<file path="src/shared/ddi_pkg.sv">
package ddi_pkg;

  // Clock and timing figures.
  localparam int CLK_MHZ           = 25;
  localparam int CLK_PERIOD_NS     = 40;
  localparam int POWERUP_US        = 200;
  localparam int POWERUP_CYC       = POWERUP_US * CLK_MHZ;
  localparam int CKE_WAIT_NS       = 400;
  localparam int CKE_WAIT_CYC      = (CKE_WAIT_NS + CLK_PERIOD_NS - 1) / CLK_PERIOD_NS;
  localparam int MODE_LOAD_GAP_CYC = 2;
  localparam int PRECHARGE_GAP_CYC = 2;
  localparam int REFRESH_GAP_CYC   = 4;
  localparam int DLL_LOCK_CYC      = 200;
  localparam int PWR_TMR_W         = 13;
  localparam int LOCK_TMR_W        = 8;

  // Link widths.
  localparam int ADDR_W = 16;
  localparam int BA_W   = 3;
  localparam int MODE_W = 13;

  // Mode register targets as decoded from the two low bank-select bits.
  localparam logic [1:0] BA_MAIN = 2'h0;
  localparam logic [1:0] BA_EXT1 = 2'h1;
  localparam logic [1:0] BA_EXT2 = 2'h2;
  localparam logic [1:0] BA_EXT3 = 2'h3;

  // Address bit positions inside a mode load or precharge.
  localparam int DLL_DISABLE_BIT           = 0;
  localparam int REFRESH_RATE_OR_CALIB_BIT = 7;
  localparam int DLL_RESET_BIT             = 8;
  localparam int ALL_BANKS_BIT             = 10;
  localparam int CALIB_W                   = 3;

  localparam logic [CALIB_W-1:0] CALIB_DEFAULT = 3'h7;
  localparam logic [CALIB_W-1:0] CALIB_EXIT    = 3'h0;

  // Command encodings on {rasN, casN, weN} with the chip selected.
  typedef enum logic [2:0] {
    CMD_LOAD_MODE = 3'h0,
    CMD_REFRESH   = 3'h1,
    CMD_PRECHARGE = 3'h2,
    CMD_NOP       = 3'h7
  } ddi_cmd_t;

  // Controller register map on APB.
  localparam logic [11:0] REG_CTRL   = 12'h000;
  localparam logic [11:0] REG_MAIN   = 12'h004;
  localparam logic [11:0] REG_EXT1   = 12'h008;
  localparam logic [11:0] REG_STATUS = 12'h00C;

  localparam int CTRL_START_BIT    = 0;
  localparam int CTRL_FAST_REF_BIT = 1;
  localparam int STAT_BUSY_BIT     = 0;
  localparam int STAT_DONE_BIT     = 1;
  localparam int STAT_FAST_REF_BIT = 2;
  localparam int STAT_STATE_LSB    = 4;

  localparam logic [MODE_W-1:0] MAIN_RST = 13'h0000;
  localparam logic [MODE_W-1:0] EXT1_RST = 13'h0000;

  typedef enum logic [3:0] {
    ST_IDLE    = 4'h0,
    ST_PWR     = 4'h1,
    ST_CKE     = 4'h3,
    ST_SECOND_EXTENDED_MODE_REG    = 4'h2,
    ST_THIRD_EXTENDED_MODE_REG    = 4'h6,
    ST_DLLEN   = 4'h7,
    ST_DLLRST  = 4'h5,
    ST_PREA2   = 4'h4,
    ST_REF1    = 4'hC,
    ST_REF2    = 4'hD,
    ST_MROP    = 4'hF,
    ST_OCDDEF  = 4'hE,
    ST_OCDEXIT = 4'hA,
    ST_LOCK    = 4'hB,
    ST_DONE    = 4'h9
  } ddi_state_t;

endpackage

</file>
<file path="src/shared/ddi_link_if.sv">
`timescale 1ns/1ps
interface ddi_link_if;
  logic                       cke;
  logic                       csN;
  logic                       rasN;
  logic                       casN;
  logic                       weN;
  logic [ddi_pkg::BA_W-1:0]   ba;
  logic [ddi_pkg::ADDR_W-1:0] addr;
  logic                       termination_control;

  modport ctrl (output cke, csN, rasN, casN, weN, ba, addr, termination_control);
  modport mem  (input cke, csN, rasN, casN, weN, ba, addr, termination_control);
endinterface

</file>
<file path="src/logic/ddi_ctrl_end.sv">
// What this block does
// - Fast refresh bit set for hot operation.
// - Second extended load only idle, then gap.
// - Third extended load only idle, then gap.
// - Third extended register written all zero.
// - Loaded mode values persist until reloaded.
// - Address bits above twelve, bank bit2 zero.
// - Only deselect for 200us, then raise clock-enable.
// - Clock-enable stays high through whole sequence.
// - Wait 400ns after clock-enable, precharge all.
// - Load second extended register, refresh-rate bit only.
// - Load third extended register, banks both high.
// - Load first extended register enabling DLL.
// - Load main register with DLL reset bit.
// - Normal use only 200 cycles after reset.
// - Precharge all, then two refreshes.
// - Load main register, operating values, no reset.
// - First extended load with calibration defaults set.
// - Reload first extended, calibration bits cleared.
// - Address bit10 means all banks; banks pick register.
// - Termination control held low during power-up.
// - Termination low eight clocks after enabling load.
//
// Design decisions made here: the placing of the registers and register access over APB.
`timescale 1ns/1ps
module ddi_ctrl_end #(
  parameter int unsigned POWERUP_CYC_P = ddi_pkg::POWERUP_CYC
) (
  input  wire logic        sys_clk,
  input  wire logic        srst,
  ddi_link_if.ctrl         link,
  input  wire logic [11:0] paddr,
  input  wire logic        psel,
  input  wire logic        penable,
  input  wire logic        pwrite,
  input  wire logic [31:0] pwdata,
  output logic      [31:0] prdata,
  output logic             pready,
  output logic             pslverr
);
  import ddi_pkg::*;

  ddi_state_t              state_q;
  ddi_state_t              state_d;
  logic [MODE_W-1:0]       mainVal_q;
  logic [MODE_W-1:0]       mainVal_d;
  logic [MODE_W-1:0]       ext1Val_q;
  logic [MODE_W-1:0]       ext1Val_d;
  logic                    fastRef_q;
  logic                    fastRef_d;
  logic [31:0]             prdata_q;
  logic [31:0]             prdata_d;
  logic                    pready_q;
  logic                    pready_d;
  logic                    pslverr_q;
  logic                    pslverr_d;
  logic                    cke_q;
  logic                    cke_d;
  logic                    csN_q;
  logic                    csN_d;
  logic [2:0]              cmd_q;
  logic [2:0]              cmd_d;
  logic [BA_W-1:0]         ba_q;
  logic [BA_W-1:0]         ba_d;
  logic [ADDR_W-1:0]       addr_q;
  logic [ADDR_W-1:0]       addr_d;
  logic                    setup;
  logic                    wrEn;
  logic                    mapped;
  logic                    startReq;
  logic                    busy;
  logic                    tmrLoad;
  logic [PWR_TMR_W-1:0]    tmrVal;
  logic                    tmrZero;
  logic                    lockLoad;
  logic                    lockZero;
  logic                    doLoad;
  logic [1:0]              lmBank;
  logic [MODE_W-1:0]       lmVal;

  ddi_timer #(.W(PWR_TMR_W)) gapTimer (
    .sys_clk (sys_clk),
    .srst    (srst),
    .load    (tmrLoad),
    .loadVal (tmrVal),
    .zero    (tmrZero)
  );

  ddi_timer #(.W(LOCK_TMR_W)) lockTimer (
    .sys_clk (sys_clk),
    .srst    (srst),
    .load    (lockLoad),
    .loadVal (LOCK_TMR_W'(DLL_LOCK_CYC - 1)),
    .zero    (lockZero)
  );

  // APB slave: one wait-free access phase, pready raised for it from the setup cycle.
  assign setup    = psel & ~penable;
  assign wrEn     = psel & penable & pready_q & pwrite & ~pslverr_q;
  assign mapped   = (paddr == REG_CTRL) || (paddr == REG_MAIN) ||
                    (paddr == REG_EXT1) || (paddr == REG_STATUS);
  assign busy     = (state_q != ST_IDLE) && (state_q != ST_DONE);
  assign startReq = wrEn && (paddr == REG_CTRL) && pwdata[CTRL_START_BIT] && !busy;

  always_comb begin
    pready_d  = setup;
    pslverr_d = setup & ~mapped;
    prdata_d  = prdata_q;
    mainVal_d = mainVal_q;
    ext1Val_d = ext1Val_q;
    fastRef_d = fastRef_q;
    if (setup && !pwrite) begin
      prdata_d = '0;
      unique case (paddr)
        REG_CTRL: prdata_d[CTRL_FAST_REF_BIT] = fastRef_q;
        REG_MAIN: prdata_d[MODE_W-1:0] = mainVal_q;
        REG_EXT1: prdata_d[MODE_W-1:0] = ext1Val_q;
        REG_STATUS: begin
          prdata_d[STAT_BUSY_BIT]                  = busy;
          prdata_d[STAT_DONE_BIT]                  = (state_q == ST_DONE);
          prdata_d[STAT_FAST_REF_BIT]              = fastRef_q;
          prdata_d[STAT_STATE_LSB +: 4]            = state_q;
        end
        default: prdata_d = '0;
      endcase
    end
    if (wrEn) begin
      unique case (paddr)
        REG_CTRL: fastRef_d = pwdata[CTRL_FAST_REF_BIT];
        REG_MAIN: mainVal_d = pwdata[MODE_W-1:0];
        REG_EXT1: ext1Val_d = pwdata[MODE_W-1:0];
        default: ;
      endcase
    end
  end

  // Sequencer: each command state issues its command once the gap timer has run out.
  always_comb begin
    state_d  = state_q;
    cke_d    = cke_q;
    csN_d    = 1'b0;
    cmd_d    = CMD_NOP;
    ba_d     = '0;
    addr_d   = '0;
    tmrLoad  = 1'b0;
    tmrVal   = '0;
    lockLoad = 1'b0;
    doLoad   = 1'b0;
    lmBank   = BA_MAIN;
    lmVal    = '0;
    unique case (state_q)
      ST_IDLE, ST_DONE: begin
        csN_d = ~cke_q;
        if (startReq) begin
          state_d = ST_PWR;
          tmrLoad = 1'b1;
          tmrVal  = PWR_TMR_W'(POWERUP_CYC_P - 1);
        end
      end
      ST_PWR: begin
        csN_d = 1'b1;
        cke_d = 1'b0;
        if (tmrZero) begin
          cke_d   = 1'b1;
          state_d = ST_CKE;
          tmrLoad = 1'b1;
          tmrVal  = PWR_TMR_W'(CKE_WAIT_CYC - 1);
        end
      end
      ST_CKE, ST_PREA2: begin
        if (tmrZero) begin
          cmd_d                 = CMD_PRECHARGE;
          addr_d[ALL_BANKS_BIT] = 1'b1;
          state_d = (state_q == ST_CKE) ? ST_SECOND_EXTENDED_MODE_REG : ST_REF1;
          tmrLoad = 1'b1;
          tmrVal  = PWR_TMR_W'(PRECHARGE_GAP_CYC - 1);
        end
      end
      ST_SECOND_EXTENDED_MODE_REG: begin
        doLoad                           = tmrZero;
        lmBank                           = BA_EXT2;
        lmVal[REFRESH_RATE_OR_CALIB_BIT] = fastRef_q;
        if (tmrZero) state_d = ST_THIRD_EXTENDED_MODE_REG;
      end
      ST_THIRD_EXTENDED_MODE_REG: begin
        doLoad = tmrZero;
        lmBank = BA_EXT3;
        if (tmrZero) state_d = ST_DLLEN;
      end
      ST_DLLEN: begin
        doLoad = tmrZero;
        lmBank = BA_EXT1;
        if (tmrZero) state_d = ST_DLLRST;
      end
      ST_DLLRST: begin
        doLoad               = tmrZero;
        lmVal[DLL_RESET_BIT] = 1'b1;
        lockLoad             = tmrZero;
        if (tmrZero) state_d = ST_PREA2;
      end
      ST_REF1, ST_REF2: begin
        if (tmrZero) begin
          cmd_d   = CMD_REFRESH;
          state_d = (state_q == ST_REF1) ? ST_REF2 : ST_MROP;
          tmrLoad = 1'b1;
          tmrVal  = PWR_TMR_W'(REFRESH_GAP_CYC - 1);
        end
      end
      ST_MROP: begin
        doLoad               = tmrZero;
        lmVal                = mainVal_q;
        lmVal[DLL_RESET_BIT] = 1'b0;
        if (tmrZero) state_d = ST_OCDDEF;
      end
      ST_OCDDEF, ST_OCDEXIT: begin
        doLoad                 = tmrZero;
        lmBank                 = BA_EXT1;
        lmVal                  = ext1Val_q;
        lmVal[DLL_DISABLE_BIT] = 1'b0;
        lmVal[REFRESH_RATE_OR_CALIB_BIT +: CALIB_W] =
          (state_q == ST_OCDDEF) ? CALIB_DEFAULT : CALIB_EXIT;
        if (tmrZero) state_d = (state_q == ST_OCDDEF) ? ST_OCDEXIT : ST_LOCK;
      end
      ST_LOCK: begin
        if (tmrZero && lockZero) state_d = ST_DONE;
      end
      default: begin
        state_d = ST_IDLE;
        cke_d   = 1'b0;
      end
    endcase
    if (doLoad) begin
      cmd_d   = CMD_LOAD_MODE;
      ba_d    = {1'b0, lmBank};
      addr_d  = {{(ADDR_W - MODE_W){1'b0}}, lmVal};
      tmrLoad = 1'b1;
      tmrVal  = PWR_TMR_W'(MODE_LOAD_GAP_CYC - 1);
    end
  end

  always_ff @(posedge sys_clk) begin
    if (srst) begin
      state_q   <= ST_IDLE;
      mainVal_q <= MAIN_RST;
      ext1Val_q <= EXT1_RST;
      fastRef_q <= 1'b0;
      prdata_q  <= '0;
      pready_q  <= 1'b0;
      pslverr_q <= 1'b0;
      cke_q     <= 1'b0;
      csN_q     <= 1'b1;
      cmd_q     <= CMD_NOP;
      ba_q      <= '0;
      addr_q    <= '0;
    end else begin
      state_q   <= state_d;
      mainVal_q <= mainVal_d;
      ext1Val_q <= ext1Val_d;
      fastRef_q <= fastRef_d;
      prdata_q  <= prdata_d;
      pready_q  <= pready_d;
      pslverr_q <= pslverr_d;
      cke_q     <= cke_d;
      csN_q     <= csN_d;
      cmd_q     <= cmd_d;
      ba_q      <= ba_d;
      addr_q    <= addr_d;
    end
  end

  // Termination control is never raised by this sequencer.
  assign link.termination_control  = 1'b0;
  assign link.cke  = cke_q;
  assign link.csN  = csN_q;
  assign link.rasN = cmd_q[2];
  assign link.casN = cmd_q[1];
  assign link.weN  = cmd_q[0];
  assign link.ba   = ba_q;
  assign link.addr = addr_q;
  assign prdata    = prdata_q;
  assign pready    = pready_q;
  assign pslverr   = pslverr_q;
endmodule

</file>
<file path="src/logic/ddi_timer.sv">
`timescale 1ns/1ps
module ddi_timer #(
  parameter int W = 8
) (
  input  wire logic         sys_clk,
  input  wire logic         srst,
  input  wire logic         load,
  input  wire logic [W-1:0] loadVal,
  output logic              zero
);
  logic [W-1:0] cnt_q;
  logic [W-1:0] cnt_d;

  // A load of N-1 makes zero seen at the N-th edge after the load edge.
  always_comb begin
    cnt_d = cnt_q;
    if (load) begin
      cnt_d = loadVal;
    end else if (cnt_q != '0) begin
      cnt_d = cnt_q - 1'b1;
    end
  end

  always_ff @(posedge sys_clk) begin
    if (srst) begin
      cnt_q <= '0;
    end else begin
      cnt_q <= cnt_d;
    end
  end

  assign zero = (cnt_q == '0);
endmodule

</file>
<file path="src/flat_wrapper.sv">
// flat-port wrapper written by rule: the top's interface ports become plain ports
module ddi_ctrl_end_flat import ddi_pkg::*;
#(
  parameter int unsigned POWERUP_CYC_P = ddi_pkg::POWERUP_CYC
)
  (sys_clk, srst, paddr, psel, penable, pwrite, pwdata, prdata, pready, pslverr, link_cke, link_csN, link_rasN, link_casN, link_weN, link_ba, link_addr, link_termination_control);
  ddi_link_if link_i ();
  input  wire logic sys_clk;
  input  wire logic srst;
  input  wire logic [11:0] paddr;
  input  wire logic psel;
  input  wire logic penable;
  input  wire logic pwrite;
  input  wire logic [31:0] pwdata;
  output logic      [31:0] prdata;
  output logic pready;
  output logic pslverr;
  output wire logic [$bits(link_i.cke)-1:0] link_cke;
  output wire logic [$bits(link_i.csN)-1:0] link_csN;
  output wire logic [$bits(link_i.rasN)-1:0] link_rasN;
  output wire logic [$bits(link_i.casN)-1:0] link_casN;
  output wire logic [$bits(link_i.weN)-1:0] link_weN;
  output wire logic [$bits(link_i.ba)-1:0] link_ba;
  output wire logic [$bits(link_i.addr)-1:0] link_addr;
  output wire logic [$bits(link_i.termination_control)-1:0] link_termination_control;
  assign link_cke = link_i.cke;
  assign link_csN = link_i.csN;
  assign link_rasN = link_i.rasN;
  assign link_casN = link_i.casN;
  assign link_weN = link_i.weN;
  assign link_ba = link_i.ba;
  assign link_addr = link_i.addr;
  assign link_termination_control = link_i.termination_control;
  ddi_ctrl_end #(.POWERUP_CYC_P(POWERUP_CYC_P)) u_core (.sys_clk(sys_clk), .srst(srst), .link(link_i), .paddr(paddr), .psel(psel), .penable(penable), .pwrite(pwrite), .pwdata(pwdata), .prdata(prdata), .pready(pready), .pslverr(pslverr));
endmodule
</file>
<file path="config.mk">
export PLATFORM = sky130hd
export DESIGN_NAME = ddi_ctrl_end_flat
export DESIGN_NICKNAME = d
export VERILOG_FILES = /design/src/shared/ddi_pkg.sv /design/src/shared/ddi_link_if.sv /design/src/logic/ddi_ctrl_end.sv /design/src/logic/ddi_timer.sv /design/src/flat_wrapper.sv
export SDC_FILE = /design/constraint.sdc
export NUM_CORES = 1
export LEC_CHECK = 0
export ABC_AREA = 1
export CAP_MARGIN = 5
export CORE_UTILIZATION = 60
export CTS_BUF_LIST = sky130_fd_sc_hd__clkbuf_4 sky130_fd_sc_hd__clkbuf_8 sky130_fd_sc_hd__clkbuf_16
export CTS_CLUSTER_DIAMETER = 120
export CTS_CLUSTER_SIZE = 40
export DETAILED_ROUTE_END_ITERATION = 7
export DONT_BUFFER_PORTS = 1
export PLACE_DENSITY = 0.76
export REMOVE_ABC_BUFFERS = 1
export SYNTH_ARGS = -nofsm -noshare
export SYNTH_HDL_FRONTEND = slang
export SYNTH_SLANG_ARGS = --single-unit
</file>
<file path="constraint.sdc">
create_clock -name sys_clk -period 1.95 [get_ports sys_clk]
set_input_delay 0.195 -clock sys_clk [delete_from_list [all_inputs] [get_ports sys_clk]]
set_output_delay 0.195 -clock sys_clk [all_outputs]
set_load 0.03 [all_outputs]
</file>
==> Word-level counts from Yosys, hierarchy flattened <==
Index checks and enable logic that the tools add are counted.
{ "word_totals": {"reg_bits": 91, "input_bits": 49, "output_inout_bits": 59, "word_cells": 144} }
{ "op_classes": {"n_addsub": 2, "eq_ne": 29, "n_mux": 51, "n_bitwise": 11, "reduce_logical": 34} }
{ "ops": {"columns": ["operator", "count"], "rows": [
  ["$mux 13", 4],
  ["$mux 4", 13],
  ["$pmux 13 s4", 1],
  ["$pmux 4 s11", 1],
  ["$eq 4x4->1 const B", 7],
  ["$eq 12x4->1 const B", 2],
  ["$ne 2x1->1 const B", 11],
  ["$eq 4x3->1 const B", 4],
  ["$mux 8", 2],
  ["$pmux 7 s2", 1],
  ["$reduce_or 14->1", 1],
  ["$logic_not 13->1", 1],
  ["$reduce_bool 13->1", 1],
  ["$sub 13x1->13 const B", 1],
  ["$eq 12x3->1 const B", 1],
  ["$logic_not 12->1", 1],
  ["$mux 3", 4],
  ["$pmux 4 s3", 1],
  ["$reduce_or 2->1", 6],
  ["$mux 11", 1],
  ["$reduce_and 11->1", 1],
  ["$pmux 1 s2", 5],
  ["$pmux 5 s2", 1],
  ["$pmux 1 s3", 3],
  ["24 further kinds", 53]
]} }

==> Longest topological paths before layout <==
Gate-level depths: netlist (run 1).
{ "logic_depth": {"depth_word": 11, "ltp_mapped": 12, "depth_no_buf": 12} }

==> Cells and area by module <==
A second synthesis (run 1) with hierarchy kept.
{ "hier_totals": {"cells_unflattened": 644, "area_unflattened_um2": 4639.4} }
{ "modules_own_cells": {"columns": ["mod", "instances", "cells_each", "area_each_um2", "seq_area_each_um2"], "rows": [
  ["ddi_ctrl_end", 1, 435, 3224.3, 1321.3],
  ["ddi_timer (u_core.gapTimer)", 1, 139, 942.2, 260.2],
  ["ddi_timer (u_core.lockTimer)", 1, 70, 473.0, 160.2]
]} }

==> Worst setup path before layout (run 1) <==
OpenSTA, ideal clock, no wires.
{ "synth_path": {"path_kind": "register -> register", "from": "register u_core.gapTimer.cnt_q[0]", "to": "register u_core.gapTimer.cnt_q[10]", "setup_ns": 0.120, "arrival_time_ns": 1.434, "required_ns": 1.830, "slack_ns": 0.396, "stages_incl_launch_ff": 11, "path_buffers": 0, "period_less_slack_ns": 1.554, "path_cell_list": "dfxtp_1 inv_1 ha_1 nand2_1 nor2_4 nand2_2 clkinv_2 nor2_1 nand4_1 xor2_1 nor2_1"} }
{ "synth_via": {"elab_chain_cells": 5, "elab_cells_between_ends": 11, "cone_classes": "1 x add/sub; 7 x mux; 3 x reduce/logical"} }
{ "synth_rtl": {"columns": ["item", "line", "rtl"], "rows": [
  ["from (decl)", "ddi_timer.sv:11", "logic [W-1:0] cnt_q;"],
  ["from (signal assigned)", "ddi_timer.sv:28", "cnt_q <= cnt_d;"],
  ["parallel branches: the longest is 5 deep, another holds $sub 13x1->13", null, null]
]} }
Parallel ways; which one is timed is not known. The select of a mux whose other input is x is not followed.
A chain may end at the register's enable or synchronous reset.

==> Worst setup path after layout (run 1) <==
{ "layout_path": {"from": "register u_core.gapTimer.cnt_q[0]", "to": "register u_core.cmd_q[1]"} }
{ "layout_via": {"elab_chain_cells": 4, "elab_cells_between_ends": 5, "cone_classes": "4 x mux; 1 x reduce/logical"} }
{ "layout_rtl": {"columns": ["item", "line", "rtl"], "rows": [
  ["$logic_not 13->1 (*)", "ddi_timer.sv:32", "assign zero = (cnt_q == '0);"],
  ["$mux 3", "ddi_ctrl_end.sv:202", "if (tmrZero) begin"],
  ["$pmux 3 s2", "ddi_ctrl_end.sv:151", "unique case (state_q)"],
  ["$mux 3 (*)", "ddi_ctrl_end.sv:232", "if (doLoad) begin"],
  ["to (signal assigned)", "ddi_ctrl_end.sv:265", "cmd_q <= cmd_d;"],
  ["to (decl)", "ddi_ctrl_end.sv:61", "logic [2:0] cmd_q;"]
]} }
Mark *: on every way between the ends. The rest lies on a longest branch, timed or not.

==> results.toml, run 1 <==
[status]
outcome = "finished clean"

[routing]
drtIter0Drc = 178
totalWireLength_mm = 9.49
drc = 0
drt_first_pass_iters = 5
postRouteAntennaNets = 0
routedWlPerCell_um = 14.1
vias = 3677
vias_per_cell = 5.47

[grt]
met2_usage = 0.452
grt_antenna_before_repair = 0
grt_pass1_vias = 3413
busiest_layer = "met2"
grt.overflow.total = 0
use_met1 = 0.337
grt_pass1_wl_mm = 15.7
gr-usage-met3 = 0.0712
grtUsageTotal = 0.272
grt_max_degree = 44

[critical_path]
critPathLaunchType = "flop"
rrSetupSlack_ns = 0.16
critPathKind = "flop to flop"
reg2reg_depth = 11
required_ns = 2.17
cp-end-kind = "flop"
cp_max_fo = 15
worstPathArrival_ns = 2.02

[logic_synthesis]
netlist_area_sq_um = 4210
synth_edf_count = 0
syn_inst = 565
ys.flop_type = "dfxtp_1"
syn-mean-instance-area_sq_um = 7.44
ys_types = 40
synth.ff_latch_count = 87
synth_top_area_frac = 0.414
async_reset_ff_frac = 0
yosysSeqAreaShare = 0.414
synth_top_area_cell = "dfxtp_1"
ys_warn_count = 0
synth_area_leaders = "dfxtp_1 (41%), nand2_1 (7.3%), a21oi_1 (6.5%)"

[power]
p_int_uw = 2970
combPwrFrac = 0.311
p_sw_frac = 0.367
peakVddDrop_v = 0.000550
clkPwrFrac = 0.242
p_leak_uw = 0.00176
p_sw_uw = 1720
power.density_nw_per_um2 = 1060
power_frac_seq = 0.447

[placed_design]
placedCellCount = 654
portBuffers = 0
dp_hpwl_mm = 6.89
post_dp_cell_area_sq_um = 4240
routabilityCongestion = 0.931

[clock_network]
cts_max_level = 3
post_cts_buffers = 0
cts_buffer_depth = 2
cts_buffers = 9
clock_sinks = 87
path_clk_slew_ns = 0.09
root_buffer = "clkbuf_8"
cts_tree = "done"
clk_latency_ns = 0.36

[sta]
fin_hold_ws_ns = 0.0142
worst_pin_slew_ns = 0.821
rsz0062_at_grt = "true"
slew_headroom = 0.451
slew_viol_final = 0
final_hold_viol_count = 0
finalSetupTns_ns = 0
setup_viol = 0
fin_crit_ns = 1.79
max_freq_mhz = 558
finalClockSkew_ns = 0.0122
min_period_over_period = 0.919

[die]
placementRows = 30
core_area_sq_um = 6790
ios = 108
die_width_um = 85.7
die_h_um = 85.7
start_util = 0.619
die-area_sq_um = 7350

[final_layout]
area_delta_synth_final_pct = 5.62
seq_area_sq_um = 1740
nets = 623
fillers = 606
stdcell_count = 672
diodes = 0
multi_input_area_sq_um = 2010
drive_above_1_share = 0.113
fin_area_sq_um = 4440

[hold_path]
hold_class = "input port to flop"
min_delay_path_depth = 3

[flow_run]
max-cap-violations = 0
==> stage by stage <==
stage / total power, uW / worst slack [ns] / utilization
CTS: 4700 / 0.129 / 0.652
finish: 4690 / 0.157 / 0.654
global route: 5020 / -0.00344 / 0.654
detailed placement: 3550 / 0.153 / 0.624
floorplan: 3310 / 0.236 / -
global placement: 3510 / 0.189 / 0.624
==> synthesized netlist by cell type (2+ instances only) <==
cell type / n
inv_2: 4
buf_2: 5
xor2_1: 10
o221ai_1: 6
o22ai_1: 7
nand4_1: 14
nor2_4: 3
inv_1: 69
nand3_2: 2
nand2_4: 2
nand2_2: 5
a31oi_1: 7
clkbuf_1: 11
o21ai_0: 44
nor2_1: 59
nor2_2: 6
a21oi_1: 55
nand3_1: 22
ha_1: 3
nand2_1: 82
dfxtp_1: 87
nand3b_1: 2
xnor2_1: 2
buf_4: 25
nor3_1: 6
o211ai_1: 7
a21oi_2: 7
==> per-layer routing <==
layer,share of wire,vias to the layer above
met5,0,-
met3,0.053,16
met1,0.45,1729
li1,-,1833
met2,0.48,99
met4,0.019,0
==> cells in the final DEF (no fill, tap or decap), drive strengths merged <==
cell,instances
nor2,68
buf,12
clkinv,6
nor3,6
conb,24
xor2,10
a31oi,8
o221ai,6
o211ai,7
o21ai,45
o22ai,7
xnor2,2
dlygate4sd3,2
a41oi,1
a21oi,62
inv,75
o21a,1
nor3b,1
o2111ai,1
clkbuf,10
ha,3
nand4,14
nand2,89
dfxtp,87
nand3,24
a22oi,1
a211oi,1
nand3b,3
==> final timing paths <==
kind,from,end
max,u_core.gapTimer.cnt_q[0],u_core.cmd_q[1]
min,penable,u_core.pready
max reg2reg,u_core.gapTimer.cnt_q[0],u_core.cmd_q[1]
min reg2reg,u_core.mainVal_q[8],u_core.mainVal_q[8]
==> timing repair <==
action,in CTS,in global routing
hold buffers,2,0
hold endpoints to repair,20,0
endpoints found under the setup margin,0,13
gates resized for setup,0,3
==> kinds of logic after synthesis <==
group | count (synthesis) | synth area share
other cells | 1 | 0.000892
compound gates | 140 | 0.198
fa+ha+maj | 3 | 0.00893
flops | 87 | 0.414
xor+xnor | 12 | 0.0250
simple gates | 205 | 0.223
buf+inv | 117 | 0.130
==> worst max-delay path, cell delays in order (launching register included) <==
cell     delay, ns
dfxtp_1       0.32
inv_1         0.09
ha_1          0.19
nand2_1       0.11
nor2_4        0.19
nand2_4       0.07
nor2_4        0.14
nand2_2       0.09
inv_2         0.08
nand2_4       0.15
inv_1         0.17
a41oi_1       0.06
==> cell type report <==
class | instances | share of cell area
Multi-Input combinational cell | 384 | 0.452
Tap cell | 96 | 0.0270
Timing Repair Buffer | 14 | 0.0248
Inverter | 75 | 0.0637
Sequential cell | 87 | 0.392
Clock buffer | 10 | 0.0296
Clock inverter | 6 | 0.0101
==> power by group through the flow <==
stage | sequential [uW] | clock (uW) | combinational [uW]
2_1_floorplan | 2110 | 0 | 1200
3_3_place_gp | 2130 | 0 | 1380
3_5_place_dp | 2130 | 0 | 1420
4_1_cts | 2090 | 1160 | 1440
5_1_grt | 2120 | 1250 | 1660
6_report | 2100 | 1140 | 1460
==> flip-flops by register name, indices dropped and copies added (netlist names) <==
signal	flops
u_core.pslverr	1
u_core.link.csN	1
u_core.mainVal_q	13
u_core.prdata	13
u_core.ext1Val_q	13
u_core.state_q	4
u_core.fastRef_q	1
u_core.link.ba	2
u_core.link.cke	1
u_core.gapTimer.cnt_q	13
u_core.link.addr	13
u_core.cmd_q	3
u_core.lockTimer.cnt_q	8
u_core.pready	1
(Power assumes the default switching activity.)
==> run 2, diff against run 1 <==
Settings changed: CORE_MARGIN from default to 4, PLACE_DENSITY 0.76 to default, PLACE_DENSITY_LB_ADDON from default to 0.3.
==> run 2 against run 1 <==
Clock skew down 0.0042 ns. Worst setup slack worse by 0.079 ns. Worst hold slack better by 0.0056 ns. Cell area up 1.2%. Critical path depth down 2. Maximum frequency down 4.2%. Count of clock-buffer cells in the layout unchanged. Wire length up 5.2%. Sequential power about the same. Via count up 0.90%. Sequential share of layout area down 0.50 points. Critical path type unchanged.
==> results.toml, run 2 (synthesis results as in run 1) <==
[critical_path]
required_ns = 2.15
reg2reg_from = "u_core.gapTimer.cnt_q[0]"
critPathKind = "flop to flop"
slowest_delay_ns = 0.33
rrSetupSlack_ns = 0.08
path_cells = "inv_1 > ha_2 > nand2_1 > nor2_4 > nand3b_2 > a22oi_4 > nand2_1 > nand2_1 > a21oi_1"
worstPathArrival_ns = 2.08
cp-end-kind = "flop"
crit_path_frequent_cell = "nand2_1"
cp_max_fo = 6
reg2reg_depth = 9
regToRegEndpoint = "u_core.state_q[3]"
critPathLaunchType = "flop"
critPathSlowestCell = "dfxtp_1"

[routing]
totalWireLength_mm = 9.98
postRouteAntennaNets = 0
met2_length_mm = 4.84
vias_per_cell = 5.50
wl_met1_mm = 4.08
vias = 3710
highest_layer = "met4"
drtIter0Drc = 231
routedWlPerCell_um = 14.8
wl_met3_um = 743
drt_first_pass_iters = 5
drc = 0

[die]
die_h_um = 91.7
ios = 108
die_width_um = 91.7
start_util = 0.619
core_area_sq_um = 6790
die-area_sq_um = 8410
placementRows = 30

[grt]
grt_pass1_vias = 3521
grtUsageTotal = 0.237
grt_antenna_before_repair = 0
grt.overflow.total = 0
grt_pass1_wl_mm = 16.1
grt_max_degree = 31

[final_layout]
nets = 625
final_cell_mix = "dfxtp_1 (87), nand2_1 (82), inv_1 (68)"
drive_above_1_share = 0.114
area_delta_synth_final_pct = 6.90
final_common_cell = "dfxtp_1"
diodes = 0
fin_area_sq_um = 4500

[power]
power.density_nw_per_um2 = 1080
clkPwrFrac = 0.264
combPwrFrac = 0.304
p_leak_uw = 0.00176
p_sw_frac = 0.357
power_frac_seq = 0.431
p_int_uw = 3130
peakVddDrop_v = 0.000479
finalPower_uw = 4860
p_sw_uw = 1730

[hold_path]
min_from = "penable"
hold_path_end = "u_core.pslverr"
hold_class = "input port to flop"
min_delay_path_depth = 3

[sta]
fin_hold_ws_ns = 0.0198
finalSetupTns_ns = 0
max_freq_mhz = 534
fin_crit_ns = 1.87
final_hold_viol_count = 0
min_period_over_period = 0.960
rsz0062_at_grt = "true"
worst_pin_slew_ns = 0.870
finalClockSkew_ns = 0.00797
slew_headroom = 0.418
slew_viol_final = 0
setup_viol = 0

[flow_run]
max-cap-violations = 0

[status]
outcome = "finished clean"

[clock_network]
clock_sinks = 87
clk_latency_ns = 0.36
root_buffer = "clkbuf_8"
cts_buffer_depth = 2
cts_tree = "done"
path_clk_slew_ns = 0.09
cts_max_level = 3
cts_buffers = 9

[placed_design]
routabilityCongestion = 0.909
post_dp_cell_area_sq_um = 4240
dp_hpwl_mm = 6.99
portBuffers = 0
## run 2: cell count changes in the layout (fill, tap and decap cells not counted), sizes merged
cell         before  now
buf              12   13
dlygate4sd3       2    3
clkinvlp          0    2
bufinv            0    1
clkinv            6    3
## run 2: area by class of cell
cell class,instances,area [sq um]
Clock buffer,10,138
Tap cell,96,120
Sequential cell,87,1740
Fill cell,568,2300
Inverter,75,283
Timing Repair Buffer,16,128
Multi-Input combinational cell,384,2020
Clock inverter,6,67.6
## run 2: through the flow
stage          cells  worst slack (ns)  utilization
5_1_grt          674           -0.0223        0.662
6_report         674            0.0785        0.662
3_5_place_dp     654            0.0817        0.624
2_1_floorplan    546             0.236            -
4_1_cts          673            0.0501        0.658
3_3_place_gp     654             0.158        0.624
## run 2: how the worst max path moves through the flow
| stage | startpoint | slack, ns | cells after the start | end |
|---|---|---|---|---|
| finish | u_core.gapTimer.cnt_q[0] | 0.08 | 9 | u_core.state_q[3] |
| CTS | u_core.gapTimer.cnt_q[0] | 0.05 | 11 | u_core.cmd_q[1] |
| floorplan | u_core.pready | 0.24 | 5 | u_core.ext1Val_q[0] |
| detailed placement | u_core.gapTimer.cnt_q[0] | 0.08 | 11 | u_core.cmd_q[1] |
| global route | u_core.gapTimer.cnt_q[0] | -0.02 | 9 | u_core.state_q[1] |
| global placement | u_core.gapTimer.cnt_q[0] | 0.16 | 11 | u_core.cmd_q[1] |
## run 2: worst max-delay path, delay by kind of cell, from the launching register on
family	cells	cell delay, ns
simple gates	5	0.75
flops	1	0.33
compound gates	2	0.30
fa+ha+maj	1	0.20
buf+inv	1	0.11
## run 2: layer usage
metal,global-route usage,vias up
li1,-,1841
met1,0.279,1687
met2,0.394,151
met3,0.0599,31
met4,0.129,0
met5,0,-
## run 2: repair_timing
action	4_1_cts	5_1_grt
endpoints found under the hold margin	20	0
buffers inserted	0	1
endpoints found under the setup margin	0	13
gates resized for setup	0	4
hold buffers	3	0
## run 2: power groups by stage
stage                     logic (uW)  registers [uW]  clock network [uW]
after floorplan                 1200            2110                   0
after global placement          1370            2130                   0
after detailed placement        1420            2140                   0
after CTS                       1450            2100                1300
after global routing            1690            2110                1370
final                           1480            2100                1280
